<file path="src/host_port_pkg.sv">
// Constants and types for the dual-mode serial host port
`default_nettype none
package host_port_pkg;
    localparam int PTR_W = 8;
    localparam logic [7:0] I2C_ADDR_LOW = 8'hd4;
    localparam logic [7:0] I2C_ADDR_HIGH = 8'hd6;
    localparam logic [7:0] SPI_CMD_WRITE = 8'hd4;
    localparam logic [7:0] SPI_CMD_READ = 8'hd5;
    localparam logic [3:0] BYTE_BITS = 4'h8;
    localparam logic [1:0] SEL_PULSES = 2'h3;
    localparam logic [7:0] TOP_ADDR_DEFAULT = 8'h7f;

    typedef struct packed {
        logic en;
        logic [PTR_W-1:0] addr;
        logic [7:0] data;
    } reg_write_t;

    typedef struct packed {
        logic lvl;
        logic rise;
        logic fall;
    } line_evt_t;

    typedef enum logic [4:0] {
        ST_IDLE = 5'b00001,
        ST_RECV = 5'b00010,
        ST_ACK = 5'b00100,
        ST_SEND = 5'b01000,
        ST_MACK = 5'b10000
    } link_state_t;

    typedef enum logic [4:0] {
        PH_ADDR = 5'b00001,
        PH_SUB = 5'b00010,
        PH_WDATA = 5'b00100,
        PH_RDATA = 5'b01000,
        PH_SKIP = 5'b10000
    } phase_t;
endpackage : host_port_pkg
`default_nettype wire
</file>
<file path="src/dual_serial_host_port.sv">
// Two-wire / four-wire serial port into the internal register map
`default_nettype none
module dual_serial_host_port #(
    parameter logic [7:0] TOP_ADDR = host_port_pkg::TOP_ADDR_DEFAULT,
    parameter logic [255:0] VALID_MASK = {256{1'b1}}
) (
    input wire logic clk_i,
    input wire logic srst_i,
    input wire logic scl_mosi_i,
    input wire logic sda_sclk_i,
    output logic sda_o,
    output logic sda_oe_o,
    input wire logic address_bit_or_select_pin_i,
    output logic miso_o,
    output logic miso_oe_o,
    output logic [host_port_pkg::PTR_W-1:0] reg_addr_o,
    input wire logic [7:0] reg_rdata_i,
    output host_port_pkg::reg_write_t reg_wr_o,
    output logic spi_mode_o
);
    logic [2:0] raw;
    logic [2:0] s1_reg;
    logic [2:0] s2_reg;
    logic [2:0] s3_reg;
    logic [2:0] filt_reg;
    logic [2:0] prev_reg;
    host_port_pkg::line_evt_t ev [3];
    host_port_pkg::line_evt_t scl;
    host_port_pkg::line_evt_t sda;
    host_port_pkg::line_evt_t sel;
    logic spi_mode_reg;
    logic [1:0] sel_cnt_reg;
    host_port_pkg::link_state_t state_reg;
    host_port_pkg::phase_t phase_reg;
    logic [3:0] bit_cnt_reg;
    logic [7:0] rx_reg;
    logic [7:0] tx_reg;
    logic [host_port_pkg::PTR_W-1:0] register_pointer_bits_reg;
    logic over_reg;
    logic sda_oe_reg;
    logic miso_reg;
    logic reload_reg;
    host_port_pkg::reg_write_t wr_reg;
    logic start;
    logic stop;
    logic [7:0] own_addr;
    logic [7:0] spi_byte;
    logic i2c_byte_done;
    logic spi_byte_done;
    logic at_top;
    logic [host_port_pkg::PTR_W-1:0] ptr_inc;

    function automatic logic sub_valid(input logic [7:0] a);
        sub_valid = VALID_MASK[a] && (a <= TOP_ADDR);
    endfunction : sub_valid

    // Line 0 = clock/data-in pin, 1 = data/clock pin, 2 = select pin
    assign raw = {address_bit_or_select_pin_i, sda_sclk_i, scl_mosi_i};

    genvar i;
    generate
        for (i = 0; i < 3; i++)
        begin : g_line
            // Level only follows two agreeing samples, so a one-sample spike is dropped
            always_ff @(posedge clk_i)
            begin
                if (srst_i)
                begin
                    s1_reg[i] <= 1'b1;
                    s2_reg[i] <= 1'b1;
                    s3_reg[i] <= 1'b1;
                    filt_reg[i] <= 1'b1;
                    prev_reg[i] <= 1'b1;
                end
                else
                begin
                    s1_reg[i] <= raw[i];
                    s2_reg[i] <= s1_reg[i];
                    s3_reg[i] <= s2_reg[i];
                    if (s2_reg[i] == s3_reg[i])
                    begin
                        filt_reg[i] <= s2_reg[i];
                    end
                    prev_reg[i] <= filt_reg[i];
                end
            end
            assign ev[i] = '{lvl: filt_reg[i], rise: filt_reg[i] & ~prev_reg[i],
                             fall: ~filt_reg[i] & prev_reg[i]};
        end
    endgenerate

    // In four-wire mode scl is data in and sda is the serial clock
    assign scl = ev[0];
    assign sda = ev[1];
    assign sel = ev[2];

    assign start = scl.lvl & prev_reg[0] & sda.fall;
    assign stop = scl.lvl & prev_reg[0] & sda.rise;
    assign own_addr = sel.lvl ? host_port_pkg::I2C_ADDR_HIGH : host_port_pkg::I2C_ADDR_LOW;
    assign spi_byte = {rx_reg[6:0], scl.lvl};
    assign i2c_byte_done = !spi_mode_reg && !start && !stop && state_reg == host_port_pkg::ST_RECV
                           && scl.fall && bit_cnt_reg == host_port_pkg::BYTE_BITS;
    assign spi_byte_done = spi_mode_reg && !sel.lvl && sda.rise
                           && bit_cnt_reg == host_port_pkg::BYTE_BITS - 4'h1
                           && phase_reg != host_port_pkg::PH_RDATA;
    assign at_top = register_pointer_bits_reg == TOP_ADDR;
    assign ptr_inc = at_top ? register_pointer_bits_reg : register_pointer_bits_reg + 8'h01;

    // Mode switch: sticky until reset
    always_ff @(posedge clk_i)
    begin
        if (srst_i)
        begin
            spi_mode_reg <= 1'b0;
            sel_cnt_reg <= '0;
        end
        else if (!spi_mode_reg && sel.rise)
        begin
            if (sel_cnt_reg == host_port_pkg::SEL_PULSES - 2'h1)
            begin
                spi_mode_reg <= 1'b1;
            end
            else
            begin
                sel_cnt_reg <= sel_cnt_reg + 2'h1;
            end
        end
    end

    // Transfer engine shared by both modes
    always_ff @(posedge clk_i)
    begin
        if (srst_i)
        begin
            state_reg <= host_port_pkg::ST_IDLE;
            phase_reg <= host_port_pkg::PH_ADDR;
            bit_cnt_reg <= '0;
            rx_reg <= '0;
            tx_reg <= '0;
            register_pointer_bits_reg <= '0;
            over_reg <= 1'b0;
            sda_oe_reg <= 1'b0;
            miso_reg <= 1'b0;
            reload_reg <= 1'b0;
            wr_reg <= '0;
        end
        else
        begin
            wr_reg.en <= 1'b0;
            reload_reg <= 1'b0;
            if (reload_reg)
            begin
                tx_reg <= reg_rdata_i;
            end
            if (spi_mode_reg)
            begin
                sda_oe_reg <= 1'b0;
                state_reg <= host_port_pkg::ST_IDLE;
                if (sel.lvl)
                begin
                    phase_reg <= host_port_pkg::PH_ADDR;
                    bit_cnt_reg <= '0;
                end
                else if (phase_reg == host_port_pkg::PH_RDATA)
                begin
                    if (sda.fall)
                    begin
                        miso_reg <= tx_reg[7];
                        tx_reg <= {tx_reg[6:0], 1'b0};
                        bit_cnt_reg <= bit_cnt_reg + 4'h1;
                        if (bit_cnt_reg == host_port_pkg::BYTE_BITS - 4'h1)
                        begin
                            // Pointer settles first; new byte is fetched a cycle later
                            bit_cnt_reg <= '0;
                            register_pointer_bits_reg <= ptr_inc;
                            over_reg <= over_reg | at_top;
                            reload_reg <= 1'b1;
                        end
                    end
                end
                else if (sda.rise)
                begin
                    rx_reg <= spi_byte;
                    bit_cnt_reg <= bit_cnt_reg + 4'h1;
                    if (spi_byte_done)
                    begin
                        bit_cnt_reg <= '0;
                        case (phase_reg)
                            host_port_pkg::PH_ADDR:
                            begin
                                if (spi_byte == host_port_pkg::SPI_CMD_WRITE)
                                begin
                                    phase_reg <= host_port_pkg::PH_SUB;
                                end
                                else if (spi_byte == host_port_pkg::SPI_CMD_READ)
                                begin
                                    phase_reg <= host_port_pkg::PH_RDATA;
                                    tx_reg <= reg_rdata_i;
                                end
                                else
                                begin
                                    phase_reg <= host_port_pkg::PH_SKIP;
                                end
                            end
                            host_port_pkg::PH_SUB:
                            begin
                                if (sub_valid(spi_byte))
                                begin
                                    register_pointer_bits_reg <= spi_byte;
                                    over_reg <= 1'b0;
                                    phase_reg <= host_port_pkg::PH_WDATA;
                                end
                                else
                                begin
                                    phase_reg <= host_port_pkg::PH_SKIP;
                                end
                            end
                            host_port_pkg::PH_WDATA:
                            begin
                                if (!over_reg)
                                begin
                                    wr_reg <= '{en: 1'b1, addr: register_pointer_bits_reg,
                                                data: spi_byte};
                                    register_pointer_bits_reg <= ptr_inc;
                                    over_reg <= at_top;
                                end
                            end
                            default:
                            begin
                                phase_reg <= host_port_pkg::PH_SKIP;
                            end
                        endcase
                    end
                end
            end
            else if (start)
            begin
                state_reg <= host_port_pkg::ST_RECV;
                phase_reg <= host_port_pkg::PH_ADDR;
                bit_cnt_reg <= '0;
                sda_oe_reg <= 1'b0;
            end
            else if (stop)
            begin
                state_reg <= host_port_pkg::ST_IDLE;
                sda_oe_reg <= 1'b0;
            end
            else
            begin
                case (state_reg)
                    host_port_pkg::ST_RECV:
                    begin
                        if (scl.rise)
                        begin
                            rx_reg <= {rx_reg[6:0], sda.lvl};
                            bit_cnt_reg <= bit_cnt_reg + 4'h1;
                        end
                        if (i2c_byte_done)
                        begin
                            bit_cnt_reg <= '0;
                            state_reg <= host_port_pkg::ST_IDLE;
                            case (phase_reg)
                                host_port_pkg::PH_ADDR:
                                begin
                                    if (rx_reg[7:1] == own_addr[7:1])
                                    begin
                                        sda_oe_reg <= 1'b1;
                                        state_reg <= host_port_pkg::ST_ACK;
                                        phase_reg <= rx_reg[0] ? host_port_pkg::PH_RDATA
                                                               : host_port_pkg::PH_SUB;
                                    end
                                end
                                host_port_pkg::PH_SUB:
                                begin
                                    if (sub_valid(rx_reg))
                                    begin
                                        register_pointer_bits_reg <= rx_reg;
                                        over_reg <= 1'b0;
                                        sda_oe_reg <= 1'b1;
                                        state_reg <= host_port_pkg::ST_ACK;
                                        phase_reg <= host_port_pkg::PH_WDATA;
                                    end
                                end
                                host_port_pkg::PH_WDATA:
                                begin
                                    if (!over_reg)
                                    begin
                                        wr_reg <= '{en: 1'b1, addr: register_pointer_bits_reg,
                                                    data: rx_reg};
                                        register_pointer_bits_reg <= ptr_inc;
                                        over_reg <= at_top;
                                        sda_oe_reg <= 1'b1;
                                        state_reg <= host_port_pkg::ST_ACK;
                                    end
                                end
                                default:
                                begin
                                    state_reg <= host_port_pkg::ST_IDLE;
                                end
                            endcase
                        end
                    end
                    host_port_pkg::ST_ACK:
                    begin
                        if (scl.fall)
                        begin
                            if (phase_reg == host_port_pkg::PH_RDATA)
                            begin
                                state_reg <= host_port_pkg::ST_SEND;
                                sda_oe_reg <= ~reg_rdata_i[7];
                                tx_reg <= {reg_rdata_i[6:0], 1'b0};
                                bit_cnt_reg <= '0;
                            end
                            else
                            begin
                                sda_oe_reg <= 1'b0;
                                state_reg <= host_port_pkg::ST_RECV;
                            end
                        end
                    end
                    host_port_pkg::ST_SEND:
                    begin
                        if (scl.fall)
                        begin
                            bit_cnt_reg <= bit_cnt_reg + 4'h1;
                            if (bit_cnt_reg == host_port_pkg::BYTE_BITS - 4'h1)
                            begin
                                sda_oe_reg <= 1'b0;
                                state_reg <= host_port_pkg::ST_MACK;
                            end
                            else
                            begin
                                sda_oe_reg <= ~tx_reg[7];
                                tx_reg <= {tx_reg[6:0], 1'b0};
                            end
                        end
                    end
                    host_port_pkg::ST_MACK:
                    begin
                        if (scl.rise)
                        begin
                            if (sda.lvl)
                            begin
                                state_reg <= host_port_pkg::ST_IDLE;
                            end
                            else
                            begin
                                // Held at the top so the highest register repeats
                                register_pointer_bits_reg <= ptr_inc;
                                state_reg <= host_port_pkg::ST_ACK;
                            end
                        end
                    end
                    default:
                    begin
                        state_reg <= host_port_pkg::ST_IDLE;
                    end
                endcase
            end
        end
    end

    assign sda_o = 1'b0;
    assign sda_oe_o = sda_oe_reg;
    assign miso_o = miso_reg;
    assign miso_oe_o = spi_mode_reg && !sel.lvl && phase_reg == host_port_pkg::PH_RDATA;
    assign reg_addr_o = register_pointer_bits_reg;
    assign reg_wr_o = wr_reg;
    assign spi_mode_o = spi_mode_reg;

    a_boot_two_wire: assert property (@(posedge clk_i) $past(srst_i) |-> !spi_mode_reg)
        else $error("port left reset in four-wire mode");
    a_addr_ack: assert property (@(posedge clk_i) disable iff (srst_i)
        i2c_byte_done && phase_reg == host_port_pkg::PH_ADDR && rx_reg[7:1] == own_addr[7:1]
        |=> sda_oe_reg && state_reg == host_port_pkg::ST_ACK)
        else $error("own address not acknowledged");
    a_start_restart: assert property (@(posedge clk_i) disable iff (srst_i)
        !spi_mode_reg && start
        |=> state_reg == host_port_pkg::ST_RECV && bit_cnt_reg == 4'h0)
        else $error("start did not restart reception");
    a_stop_idle: assert property (@(posedge clk_i) disable iff (srst_i)
        !spi_mode_reg && stop && !start
        |=> state_reg == host_port_pkg::ST_IDLE && !sda_oe_reg)
        else $error("stop did not idle the port");
    a_bad_sub_nack: assert property (@(posedge clk_i) disable iff (srst_i)
        i2c_byte_done && phase_reg == host_port_pkg::PH_SUB && !sub_valid(rx_reg)
        |=> !sda_oe_reg && state_reg == host_port_pkg::ST_IDLE)
        else $error("invalid subaddress acknowledged");
    a_ptr_ascend: assert property (@(posedge clk_i) disable iff (srst_i)
        wr_reg.en
        |-> register_pointer_bits_reg == (over_reg ? wr_reg.addr : wr_reg.addr + 8'h01))
        else $error("pointer did not advance after write");
    a_write_overrun: assert property (@(posedge clk_i) disable iff (srst_i)
        i2c_byte_done && phase_reg == host_port_pkg::PH_WDATA && over_reg
        |=> !wr_reg.en && !sda_oe_reg && state_reg == host_port_pkg::ST_IDLE)
        else $error("excess write byte not discarded");
    a_spi_entry: assert property (@(posedge clk_i) disable iff (srst_i)
        !spi_mode_reg && sel.rise && sel_cnt_reg == 2'h2 |=> spi_mode_reg)
        else $error("third select edge missed");
    a_spi_sticky: assert property (@(posedge clk_i) disable iff (srst_i)
        spi_mode_reg |=> spi_mode_reg [*3])
        else $error("four-wire mode dropped");
    a_miso_quiet: assert property (@(posedge clk_i) disable iff (srst_i)
        sel.lvl || phase_reg != host_port_pkg::PH_RDATA |-> !miso_oe_o)
        else $error("data out driven while not reading");
    a_spi_ptr_load: assert property (@(posedge clk_i) disable iff (srst_i)
        spi_byte_done && phase_reg == host_port_pkg::PH_SUB && sub_valid(spi_byte)
        |=> register_pointer_bits_reg == $past(spi_byte))
        else $error("subaddress not loaded");
    a_no_drive_spi: assert property (@(posedge clk_i) disable iff (srst_i)
        spi_mode_reg |=> !sda_oe_reg)
        else $error("data pin driven in four-wire mode");

    c_i2c_write: cover property (@(posedge clk_i) !spi_mode_reg && wr_reg.en);
    c_i2c_read: cover property (@(posedge clk_i) state_reg == host_port_pkg::ST_SEND);
    c_spi_entry: cover property (@(posedge clk_i) $rose(spi_mode_reg));
    c_spi_read: cover property (@(posedge clk_i) miso_oe_o && reload_reg);
endmodule : dual_serial_host_port
`default_nettype wire

</file>
<file path="config.mk">
export PLATFORM = sky130hd
export DESIGN_NAME = dual_serial_host_port
export DESIGN_NICKNAME = d
export VERILOG_FILES = /design/src/host_port_pkg.sv /design/src/dual_serial_host_port.sv
export SDC_FILE = /design/constraint.sdc
export NUM_CORES = 1
export LEC_CHECK = 0
export ABC_AREA = 1
export BUFFER_PORTS_ARGS = -buffer_cell sky130_fd_sc_hd__clkbuf_2
export CORE_ASPECT_RATIO = 1.75
export CORE_UTILIZATION = 60
export CTS_BUF_LIST = sky130_fd_sc_hd__clkbuf_2 sky130_fd_sc_hd__clkbuf_4 sky130_fd_sc_hd__clkbuf_8
export DETAILED_ROUTE_END_ITERATION = 7
export PLACE_DENSITY = 0.8
export SLEW_MARGIN = 20
export SYNTH_ARGS = -nofsm -noshare
export SYNTH_HDL_FRONTEND = slang
export SYNTH_SLANG_ARGS = --single-unit
</file>
<file path="constraint.sdc">
create_clock -name clk_i -period 3.4 [get_ports clk_i]
set_clock_uncertainty 0.1 [all_clocks]
set_input_delay 0.34 -clock clk_i [delete_from_list [all_inputs] [get_ports clk_i]]
set_output_delay 0.34 -clock clk_i [all_outputs]
set_load 0.005 [all_outputs]
</file>
==> impl_metrics.py, run 1 <==
metrics = {
    "clocking": {
        "cts_tree": "done",
        "clk_pin_slew_ns": 0.09,
        "postCtsResizedCells": 0,
        "clock_path_buffers": 2,
        "clock-root-buffer": "clkbuf_8",
        "htreeDepth": 3,
        "cts.sinks": 77,
        "cts_made_buffers": 9,
        "post-cts-setup-buffer-count": 0,
        "holdBufCountCts": 0,
        "insertion_delay_ns": 0.36,
    },
    "job": {
        "cap_viol_max_count": 0,
    },
    "min_path": {
        "hold_path_class": "in2reg",
        "min_path_cells": 2,
    },
    "logic_synthesis": {
        "ys_seq_elements": 77,
        "syn_area_um2": 5002,
        "synth-edff-count": 0,
        "synth_top_flop_cell": "dfxtp_1",
        "synth_fp_nets": 850,
        "yosysSeqAreaShare": 0.3082,
        "syn_inst": 833,
        "yosysWarningCount": 0,
        "yosysUniqueCellTypes": 45,
        "postSynthAreaPerCell_um2": 6.005,
        "async_flop_share": 0,
    },
    "cells_and_area": {
        "layout-drive-gt1-share": 0.1126,
        "syn_to_final_growth_pct": 9.255,
        "final_common_cell": "nand2_1",
        "fin_nets": 883,
        "final_cell_mix": "nand2_1, nor2_1, inv_1, nand3_1, dfxtp_1",
        "finalNonFillerCells": 960,
        "utilization": 0.6818,
        "largest_register_ff_count": 17,
        "n_antenna_cell": 0,
    },
    "critical_path": {
        "critPathMaxFanout": 16,
        "crit_type": "reg2reg",
        "rr_worst_depth": 9,
        "end_kind": "flop",
        "worstPathRequired_ns": 3.54,
        "startpoint_type": "flop",
        "arrival_ns": 2.87,
    },
    "sta": {
        "hold_viol": 0,
        "clock.fmax_mhz": 365.8,
        "slew_viol_final": 0,
        "slew_headroom": 0.4480,
        "worst_slew_pin_slew_ns": 0.8249,
        "finalSetupTns_ns": 0,
        "finalSetupViolations": 0,
        "fin_crit_sh": 0.8041,
        "fin_crit_ns": 2.734,
        "grt_setup_unrepaired": "no",
        "hold-worst-slack_ns": 0.04966,
    },
    "pwr": {
        "power_density_nw_per_um2": 319.9,
        "ir_drop_v": 0.0002473,
        "pwr-share-comb": 0.026,
        "leakagePower_nw": 2.480,
        "seqPwrFrac": 0.519,
        "power_mw": 1.748,
        "switchingPower_uw": 409.6,
        "internal_power_mw": 1.339,
        "clkPwrFrac": 0.455,
        "swShare": 0.2343,
    },
    "routing": {
        "detail_route.wl_per_cell_um": 16.21,
        "viasPerCell": 6.011,
        "antenna_left": 0,
        "drc_errors": 3,
        "wl_um": 15570,
        "initialDrtViolationCount": 385,
        "first_pass_iters": 7,
        "dr_total_vias": 5771,
    },
    "status": {
        "status": "complete, but fails checks",
        "violations": "design-rule violations",
    },
    "global_routing": {
        "grt_pass1_wl_um": 25550,
        "overflow": 0,
        "grt_antenna_before_repair": 0,
        "grt_usage": 0.3761,
        "grt_pass1_vias": 5652,
        "grt_max_degree": 28,
    },
    "place": {
        "placed_cells": 945,
        "routabilityCongestion": 0.9959,
        "io_buffers": 41,
        "hpwl_um": 11940,
    },
    "floorplanning": {
        "core_area_um2": 8016,
        "chipHeight_um": 122.8,
        "std_cell_rows": 43,
        "io_pins": 43,
        "die_x_um": 71.02,
        "start_util": 0.6240,
        "dieArea_um2": 8721,
    },
}
## cell type report
cell class	count	area, µm²
tap	90	112.6
timing repair buffer	48	257.7
fill	763	2551
sequential	77	1541
multi-input combinational	638	2987
clock inverter	6	96.34
clock buffer	9	123.9
inverter	92	346.6
## power by group through the flow
| stage | clock network [mW] | registers [mW] | logic, mW |
|---|---|---|---|
| final | 0.795 | 0.908 | 0.0452 |
| after global routing | 0.833 | 0.908 | 0.0499 |
| after CTS | 0.799 | 0.908 | 0.0444 |
| after detailed placement | 0 | 0.929 | 0.0442 |
| after global placement | 0 | 0.929 | 0.0431 |
| after floorplan | 0 | 0.928 | 0.0268 |
## critical path, cell delays in order (launching register included)
cell     delay, ns
dfxtp_1       0.73
nand2_2       0.33
nor2_2        0.22
nand3_1       0.32
nor2_1        0.49
nor2_1        0.12
nand2_1       0.07
o21ai_0       0.08
nand2_1       0.07
a21oi_1       0.06
## synthesized netlist by cell type (2+ instances only)
cell	n	share of area
a21oi_1	42	0.042
a31oi_1	4	0.0050
buf_2	8	0.0080
buf_4	3	0.0045
clkbuf_1	12	0.0090
dfxtp_1	77	0.31
ha_1	4	0.010
inv_1	90	0.068
nand2_1	226	0.17
nand2_2	6	0.0075
nand3_1	80	0.080
nand3_2	3	0.0060
nand4_1	20	0.025
nor2_1	132	0.099
nor2_2	8	0.010
nor2_4	4	0.0090
nor3_1	9	0.0090
o211ai_1	3	0.0045
o21a_1	2	0.0030
o21ai_0	57	0.057
o21ai_1	3	0.0030
o22ai_1	10	0.013
o31ai_1	2	0.0030
or2_2	6	0.0075
xnor2_1	2	0.0035
## worst paths after layout
kind	slack (ns)	from	to
max	0.67	spi_mode_o$_SDFFE_PP0P_	tx_reg[0]$_SDFF_PP0_
min	0.05	address_bit_or_select_pin_i	s1_reg[2]$_SDFF_PP1_
max reg2reg	0.67	spi_mode_o$_SDFFE_PP0P_	tx_reg[0]$_SDFF_PP0_
min reg2reg	0.32	s1_reg[0]$_SDFF_PP1_	s2_reg[0]$_SDFF_PP1_
## kinds of logic (layout without fill, tap and decap cells)
group,count (synthesis),count (layout),synth area share
simple gates,502,502,0.4420
compound gates,128,128,0.1386
buf+inv,118,155,0.09479
flops,77,77,0.3082
fa+ha+maj,4,4,0.01001
xor+xnor,2,2,0.003502
other cells,1,1,0.0007497
mux,1,1,0.002251
## per-layer routing
layer | global-route usage | up-vias | wire length (µm) | share of wire
met5 | 0 | - | 0 | 0
met1 | 0.3616 | 2633 | 5406 | 0.35
met4 | 0.3050 | 0 | 1061 | 0.068
met2 | 0.6941 | 287 | 8121 | 0.52
li1 | - | 2764 | - | -
met3 | 0.06158 | 87 | 976 | 0.063
## through the flow
stage	cell area (µm²)	worst slack, ns
after floorplan	5002	1.515
after global placement	5245	0.9439
after detailed placement	5245	0.7912
after CTS	5465	0.7858
after global routing	5465	0.4872
final	5465	0.6660
Note: power is estimated with default switching activity, not from simulation.
==> inputs of run 2 (changes only) <==
- clock period: 3.4 -> 2.7 ns (I/O delays scaled with it)
==> impl_metrics.py, run 2 (synthesized netlist as in run 1, its figures left out) <==
metrics = {
    "status": {
        "status": "complete, but fails checks",
        "violations": "design-rule violations",
    },
    "cells_and_area": {
        "finalNonFillerCells": 978,
        "layout-drive-gt1-share": 0.1273,
        "final_cell_area_um2": 5593,
        "largest_register_ff_count": 17,
        "syn_to_final_growth_pct": 11.81,
        "fin_nets": 900,
        "final_common_cell": "nand2_1",
        "final_cell_mix": "nand2_1, nor2_1, inv_1, nand3_1, dfxtp_1",
        "n_antenna_cell": 0,
        "fill_cells": 751,
        "utilization": 0.6977,
    },
    "sta": {
        "hold-worst-slack_ns": 0.08997,
        "worst_slack_ns": 0.2096,
        "worst_slew_pin_slew_ns": 0.6278,
        "fin_crit_sh": 0.9224,
        "finalSetupViolations": 0,
        "hold_viol": 0,
        "clock.fmax_mhz": 401.6,
        "grt_setup_unrepaired": "no",
        "fin_crit_ns": 2.490,
        "slew_viol_final": 0,
        "finalSetupTns_ns": 0,
        "slew_headroom": 0.5799,
    },
    "pwr": {
        "internal_power_mw": 1.631,
        "clkPwrFrac": 0.443,
        "switchingPower_uw": 533.4,
        "power_density_nw_per_um2": 386.9,
        "swShare": 0.2465,
        "leakagePower_nw": 2.558,
        "pwr-share-comb": 0.029,
        "power_mw": 2.164,
        "ir_drop_v": 0.0002894,
        "seqPwrFrac": 0.528,
    },
    "global_routing": {
        "grt_usage": 0.4095,
        "grt_antenna_before_repair": 0,
        "grt_pass1_vias": 5819,
        "grt_max_degree": 41,
        "grt_pass1_wl_um": 27300,
        "overflow": 0,
    },
    "critical_path": {
        "critPathMaxFanout": 9,
        "crit_buf_inv": 0,
        "arrival_ns": 2.66,
        "path_delay_family": "simple AND/OR/NAND/NOR gates",
        "end_kind": "flop",
        "worstPathRequired_ns": 2.87,
        "critPathMaxStageDelay_ns": 0.38,
        "startpoint_type": "flop",
        "crit_type": "reg2reg",
        "cpMaxStageDelayCell": "dfxtp_1",
        "path_cells": "ha_1 > nand2_1 > nor2_1 > nand2_2 > nor2_8 > nand2_2 > nand2_2 > nand3_4 > nor2_4 > nand2_1 > nor2_1 > nor2_1",
    },
    "routing": {
        "wl_um": 16800,
        "drc_errors": 3,
        "antenna_left": 0,
        "first_pass_iters": 8,
        "detail_route.wl_per_cell_um": 17.18,
        "initialDrtViolationCount": 537,
        "viasPerCell": 6.026,
        "dr_total_vias": 5893,
    },
    "clocking": {
        "post-cts-setup-buffer-count": 0,
        "htreeDepth": 3,
        "postCtsResizedCells": 0,
        "insertion_delay_ns": 0.37,
        "holdBufCountCts": 3,
        "clock_path_buffers": 2,
        "cts_made_buffers": 9,
        "clock-root-buffer": "clkbuf_8",
        "cts_tree": "done",
        "clk_pin_slew_ns": 0.09,
        "cts.sinks": 77,
    },
    "floorplanning": {
        "start_util": 0.6240,
        "die_x_um": 71.02,
        "dieArea_um2": 8721,
        "core_area_um2": 8016,
        "std_cell_rows": 43,
        "chipHeight_um": 122.8,
        "io_pins": 43,
    },
    "place": {
        "dpl_cell_area_um2": 5350,
        "dpl_worst_slack_ns": 0.2947,
        "io_buffers": 41,
        "placed_cells": 959,
        "routabilityCongestion": 0.9601,
        "hpwl_um": 12600,
    },
    "job": {
        "cap_viol_max_count": 0,
    },
    "min_path": {
        "hold_path_class": "in2reg",
    },
}
[run 2: final timing paths]
kind / from / endpoint / slack (ns) / cells after the start
max: bit_cnt_reg[0]$_SDFFE_PP0P_ / reg_addr_o[2]$_SDFFE_PP0P_ / 0.21 / 12
min: reg_rdata_i[1] / tx_reg[2]$_SDFF_PP0_ / 0.09 / 3
max reg2reg: bit_cnt_reg[0]$_SDFFE_PP0P_ / reg_addr_o[2]$_SDFFE_PP0P_ / 0.21 / 12
min reg2reg: s1_reg[1]$_SDFF_PP1_ / s2_reg[1]$_SDFF_PP1_ / 0.33 / 1
[run 2: cell type report]
cell class	instances	area [µm²]	share of cell area
multi-input combinational	638	2987	0.5340
clock inverter	6	75.07	0.01342
sequential	77	1541	0.2756
timing repair buffer	65	392.9	0.07025
tap	90	112.6	0.02013
clock buffer	10	137.6	0.02461
inverter	92	346.6	0.06197
[run 2: worst min-delay path: stages]
cell      delay (ns)
clkbuf_2        0.10
nand3_1         0.10
nand2_1         0.05
[run 2: routing by layer]
layer,vias up,part of all wire,track usage
met5,-,0,0
met3,108,0.062,0.09113
met4,0,0.081,0.3338
met1,2672,0.34,0.3823
met2,306,0.52,0.7506
li1,2807,-,-
[run 2: power groups by stage]
stage	registers, mW	clock network, mW	logic (mW)
final	1.14	0.958	0.0626
after global placement	1.17	0	0.0545
after CTS	1.14	0.964	0.0602
after detailed placement	1.17	0	0.0566
after global routing	1.14	1.02	0.0680
after floorplan	1.17	0	0.0337
==> inputs of run 3 (changes only) <==
- ABC_AREA: 1 -> unset
==> impl_metrics.py, run 3 <==
metrics = {
    "clocking": {
        "post-cts-setup-buffer-count": 0,
        "clock-root-buffer": "clkbuf_8",
        "cts_tree": "done",
        "cts.sinks": 77,
        "insertion_delay_ns": 0.37,
        "clk_pin_slew_ns": 0.08,
        "cts_made_buffers": 9,
        "htreeDepth": 3,
        "clock_path_buffers": 2,
    },
    "sta": {
        "fin_crit_ns": 2.601,
        "clock.fmax_mhz": 384.5,
        "grt_setup_unrepaired": "no",
        "worst_slew_pin_slew_ns": 0.7364,
        "slew_headroom": 0.5039,
        "finalSetupViolations": 0,
        "finalSetupTns_ns": 0,
        "fin_crit_sh": 0.9632,
        "hold_viol": 0,
        "slew_viol_final": 0,
        "hold-worst-slack_ns": 0.08587,
    },
    "pwr": {
        "power_density_nw_per_um2": 371.1,
        "switchingPower_uw": 503.4,
        "seqPwrFrac": 0.560,
        "swShare": 0.2464,
        "leakagePower_nw": 2.092,
        "internal_power_mw": 1.540,
        "power_mw": 2.043,
        "pwr-share-comb": 0.028,
        "clkPwrFrac": 0.412,
        "ir_drop_v": 0.0003635,
    },
    "critical_path": {
        "arrival_ns": 2.78,
        "end_kind": "flop",
        "critPathMaxFanout": 9,
        "worstPathRequired_ns": 2.88,
        "crit_type": "reg2reg",
        "critical_path.reg2reg.endpoint": "state_reg[2]$_SDFFE_PP0P_",
        "critPathLaunch": "rx_reg[6]$_SDFFE_PP0P_",
        "timing.rr.start": "rx_reg[6]$_SDFFE_PP0P_",
        "reg2reg_slack_ns": 0.1,
        "startpoint_type": "flop",
        "rr_worst_depth": 6,
    },
    "cells_and_area": {
        "fin_nets": 680,
        "fill_cells": 625,
        "final_common_cell": "dfxtp_1",
        "final_cell_area_um2": 5505,
        "syn_to_final_growth_pct": 16.25,
        "finalNonFillerCells": 756,
        "largest_register_ff_count": 17,
        "n_antenna_cell": 0,
        "final_cell_mix": "dfxtp_1, nor2_1, buf_4, nand2_1, clkbuf_2",
        "layout-drive-gt1-share": 0.2081,
    },
    "routing": {
        "wl_um": 16050,
        "dr_total_vias": 5231,
        "viasPerCell": 6.919,
        "first_pass_iters": 6,
        "detail_route.wl_per_cell_um": 21.23,
        "initialDrtViolationCount": 626,
        "antenna_left": 0,
        "drc_errors": 0,
    },
    "logic_synthesis": {
        "synth.area.top_cells": "dfxtp_1, mux2i_1, nor2_1",
        "postSynthAreaPerCell_um2": 7.893,
        "synthDominantCellAreaShare": 0.3255,
        "synthTopCellsByCount": "dfxtp_1, nor2_1, nand2_1",
        "synth_fp_nets": 617,
        "syn_inst": 600,
        "syn_area_um2": 4736,
        "synth.most_common_cell": "dfxtp_1",
        "synth-edff-count": 0,
        "ys_seq_elements": 77,
        "yosys.area.top_type": "dfxtp_1",
        "synth_top_flop_cell": "dfxtp_1",
        "async_flop_share": 0,
        "yosysUniqueCellTypes": 78,
        "yosysWarningCount": 0,
        "yosysSeqAreaShare": 0.3255,
    },
    "min_path": {
        "min_to": "tx_reg[7]$_SDFF_PP0_",
        "min_path_cells": 3,
        "hold_path_class": "in2reg",
        "hold_start": "reg_rdata_i[6]",
    },
    "status": {
        "status": "complete, no violations",
    },
    "floorplanning": {
        "die_x_um": 69.16,
        "dieArea_um2": 8266,
        "start_util": 0.6215,
        "core_area_um2": 7620,
        "std_cell_rows": 42,
        "io_pins": 43,
        "chipHeight_um": 119.5,
    },
    "job": {
        "cap_viol_max_count": 0,
    },
    "place": {
        "routabilityCongestion": 1.022,
        "placed_cells": 737,
        "hpwl_um": 12060,
        "dpl_cell_area_um2": 5279,
        "io_buffers": 41,
    },
    "global_routing": {
        "grt_max_degree": 32,
        "grt_antenna_before_repair": 0,
        "grt_pass1_wl_um": 25430,
        "grt_pass1_vias": 5252,
        "grt_usage": 0.3927,
        "overflow": 0,
    },
}
[run 3: cell count changes after synthesis, sizes merged, moves of 16 or more]
cell	before	now
nand2	233	41
inv	91	10
nor2	145	68
nand3	84	19
mux2i	0	33
o21ai	61	32
clkbuf	13	38
nor3	9	27
nand4	20	4
[run 3: timing repair]
item,CTS,global route
endpoints found under the setup margin,0,8
resized for setup,0,2
hold buffers,3,0
hold endpoints to repair,3,0
[run 3: worst max-delay path by stage]
stage,end,slack [ns],cells after the start
2_1_floorplan,reg_wr_o[4]$_SDFFE_PP0P_,0.30,8
3_3_place_gp,reg_addr_o[6]$_SDFFE_PP0P_,0.21,7
3_5_place_dp,reg_addr_o[6]$_SDFFE_PP0P_,0.05,7
4_1_cts,reg_addr_o[6]$_SDFFE_PP0P_,0.03,7
5_1_grt,state_reg[2]$_SDFFE_PP0P_,0.05,6
6_report,state_reg[2]$_SDFFE_PP0P_,0.1,6
[run 3: metrics by stage]
stage / utilization / setup WS [ns]
after floorplan: - / 0.3048
after global placement: 0.6928 / 0.2099
after detailed placement: 0.6928 / 0.05040
after CTS: 0.7215 / 0.02914
after global routing: 0.7225 / 0.04688
final: 0.7225 / 0.09930
[run 3: routing by layer]
metal / global-route usage / wire, µm / vias up
met3: 0.05458 / 978 / 101
met2: 0.7184 / 8439 / 292
met4: 0.2934 / 1134 / 0
met5: 0 / 0 / -
met1: 0.3947 / 5499 / 2462
li1: - / - / 2376
[run 3: cell type report]
class,count,area [µm²],share of cell area
Tap cell,88,110.1,0.02000
Clock buffer,11,145.1,0.02636
Multi-Input combinational cell,466,2970,0.5395
Clock inverter,5,43.79,0.007955
Sequential cell,77,1541,0.2800
Inverter,11,41.29,0.007500
Timing Repair Buffer,98,653.1,0.1186
[run 3: logic make-up after synthesis]
kind of cell,count (synthesis),share of synthesized area
muxes,35,0.07450
DFF,77,0.3255
AOI/OAI and AO/OA,182,0.2690
buffers and inverters,57,0.05020
adders and majority gates,4,0.01057
other,1,0.0007918
xor gates and xnor gates,3,0.005549
and+or+nand+nor,241,0.2639
[run 3: worst max-delay path, cell delays in order, from the launching register on]
cell and delay, ns:
dfxtp_1 0.54, nand4b_1 0.15, nor4b_1 0.43, o21ai_0 0.24, nor4_1 0.53, a21oi_1 0.24, a211oi_1 0.28
[run 3: power groups by stage]
stage	sequential (mW)	combinational, mW	clock, mW
6_report	1.14	0.0580	0.842
5_1_grt	1.14	0.0620	0.889
4_1_cts	1.14	0.0572	0.850
3_5_place_dp	1.17	0.0532	0
3_3_place_gp	1.17	0.0516	0
2_1_floorplan	1.17	0.0308	0
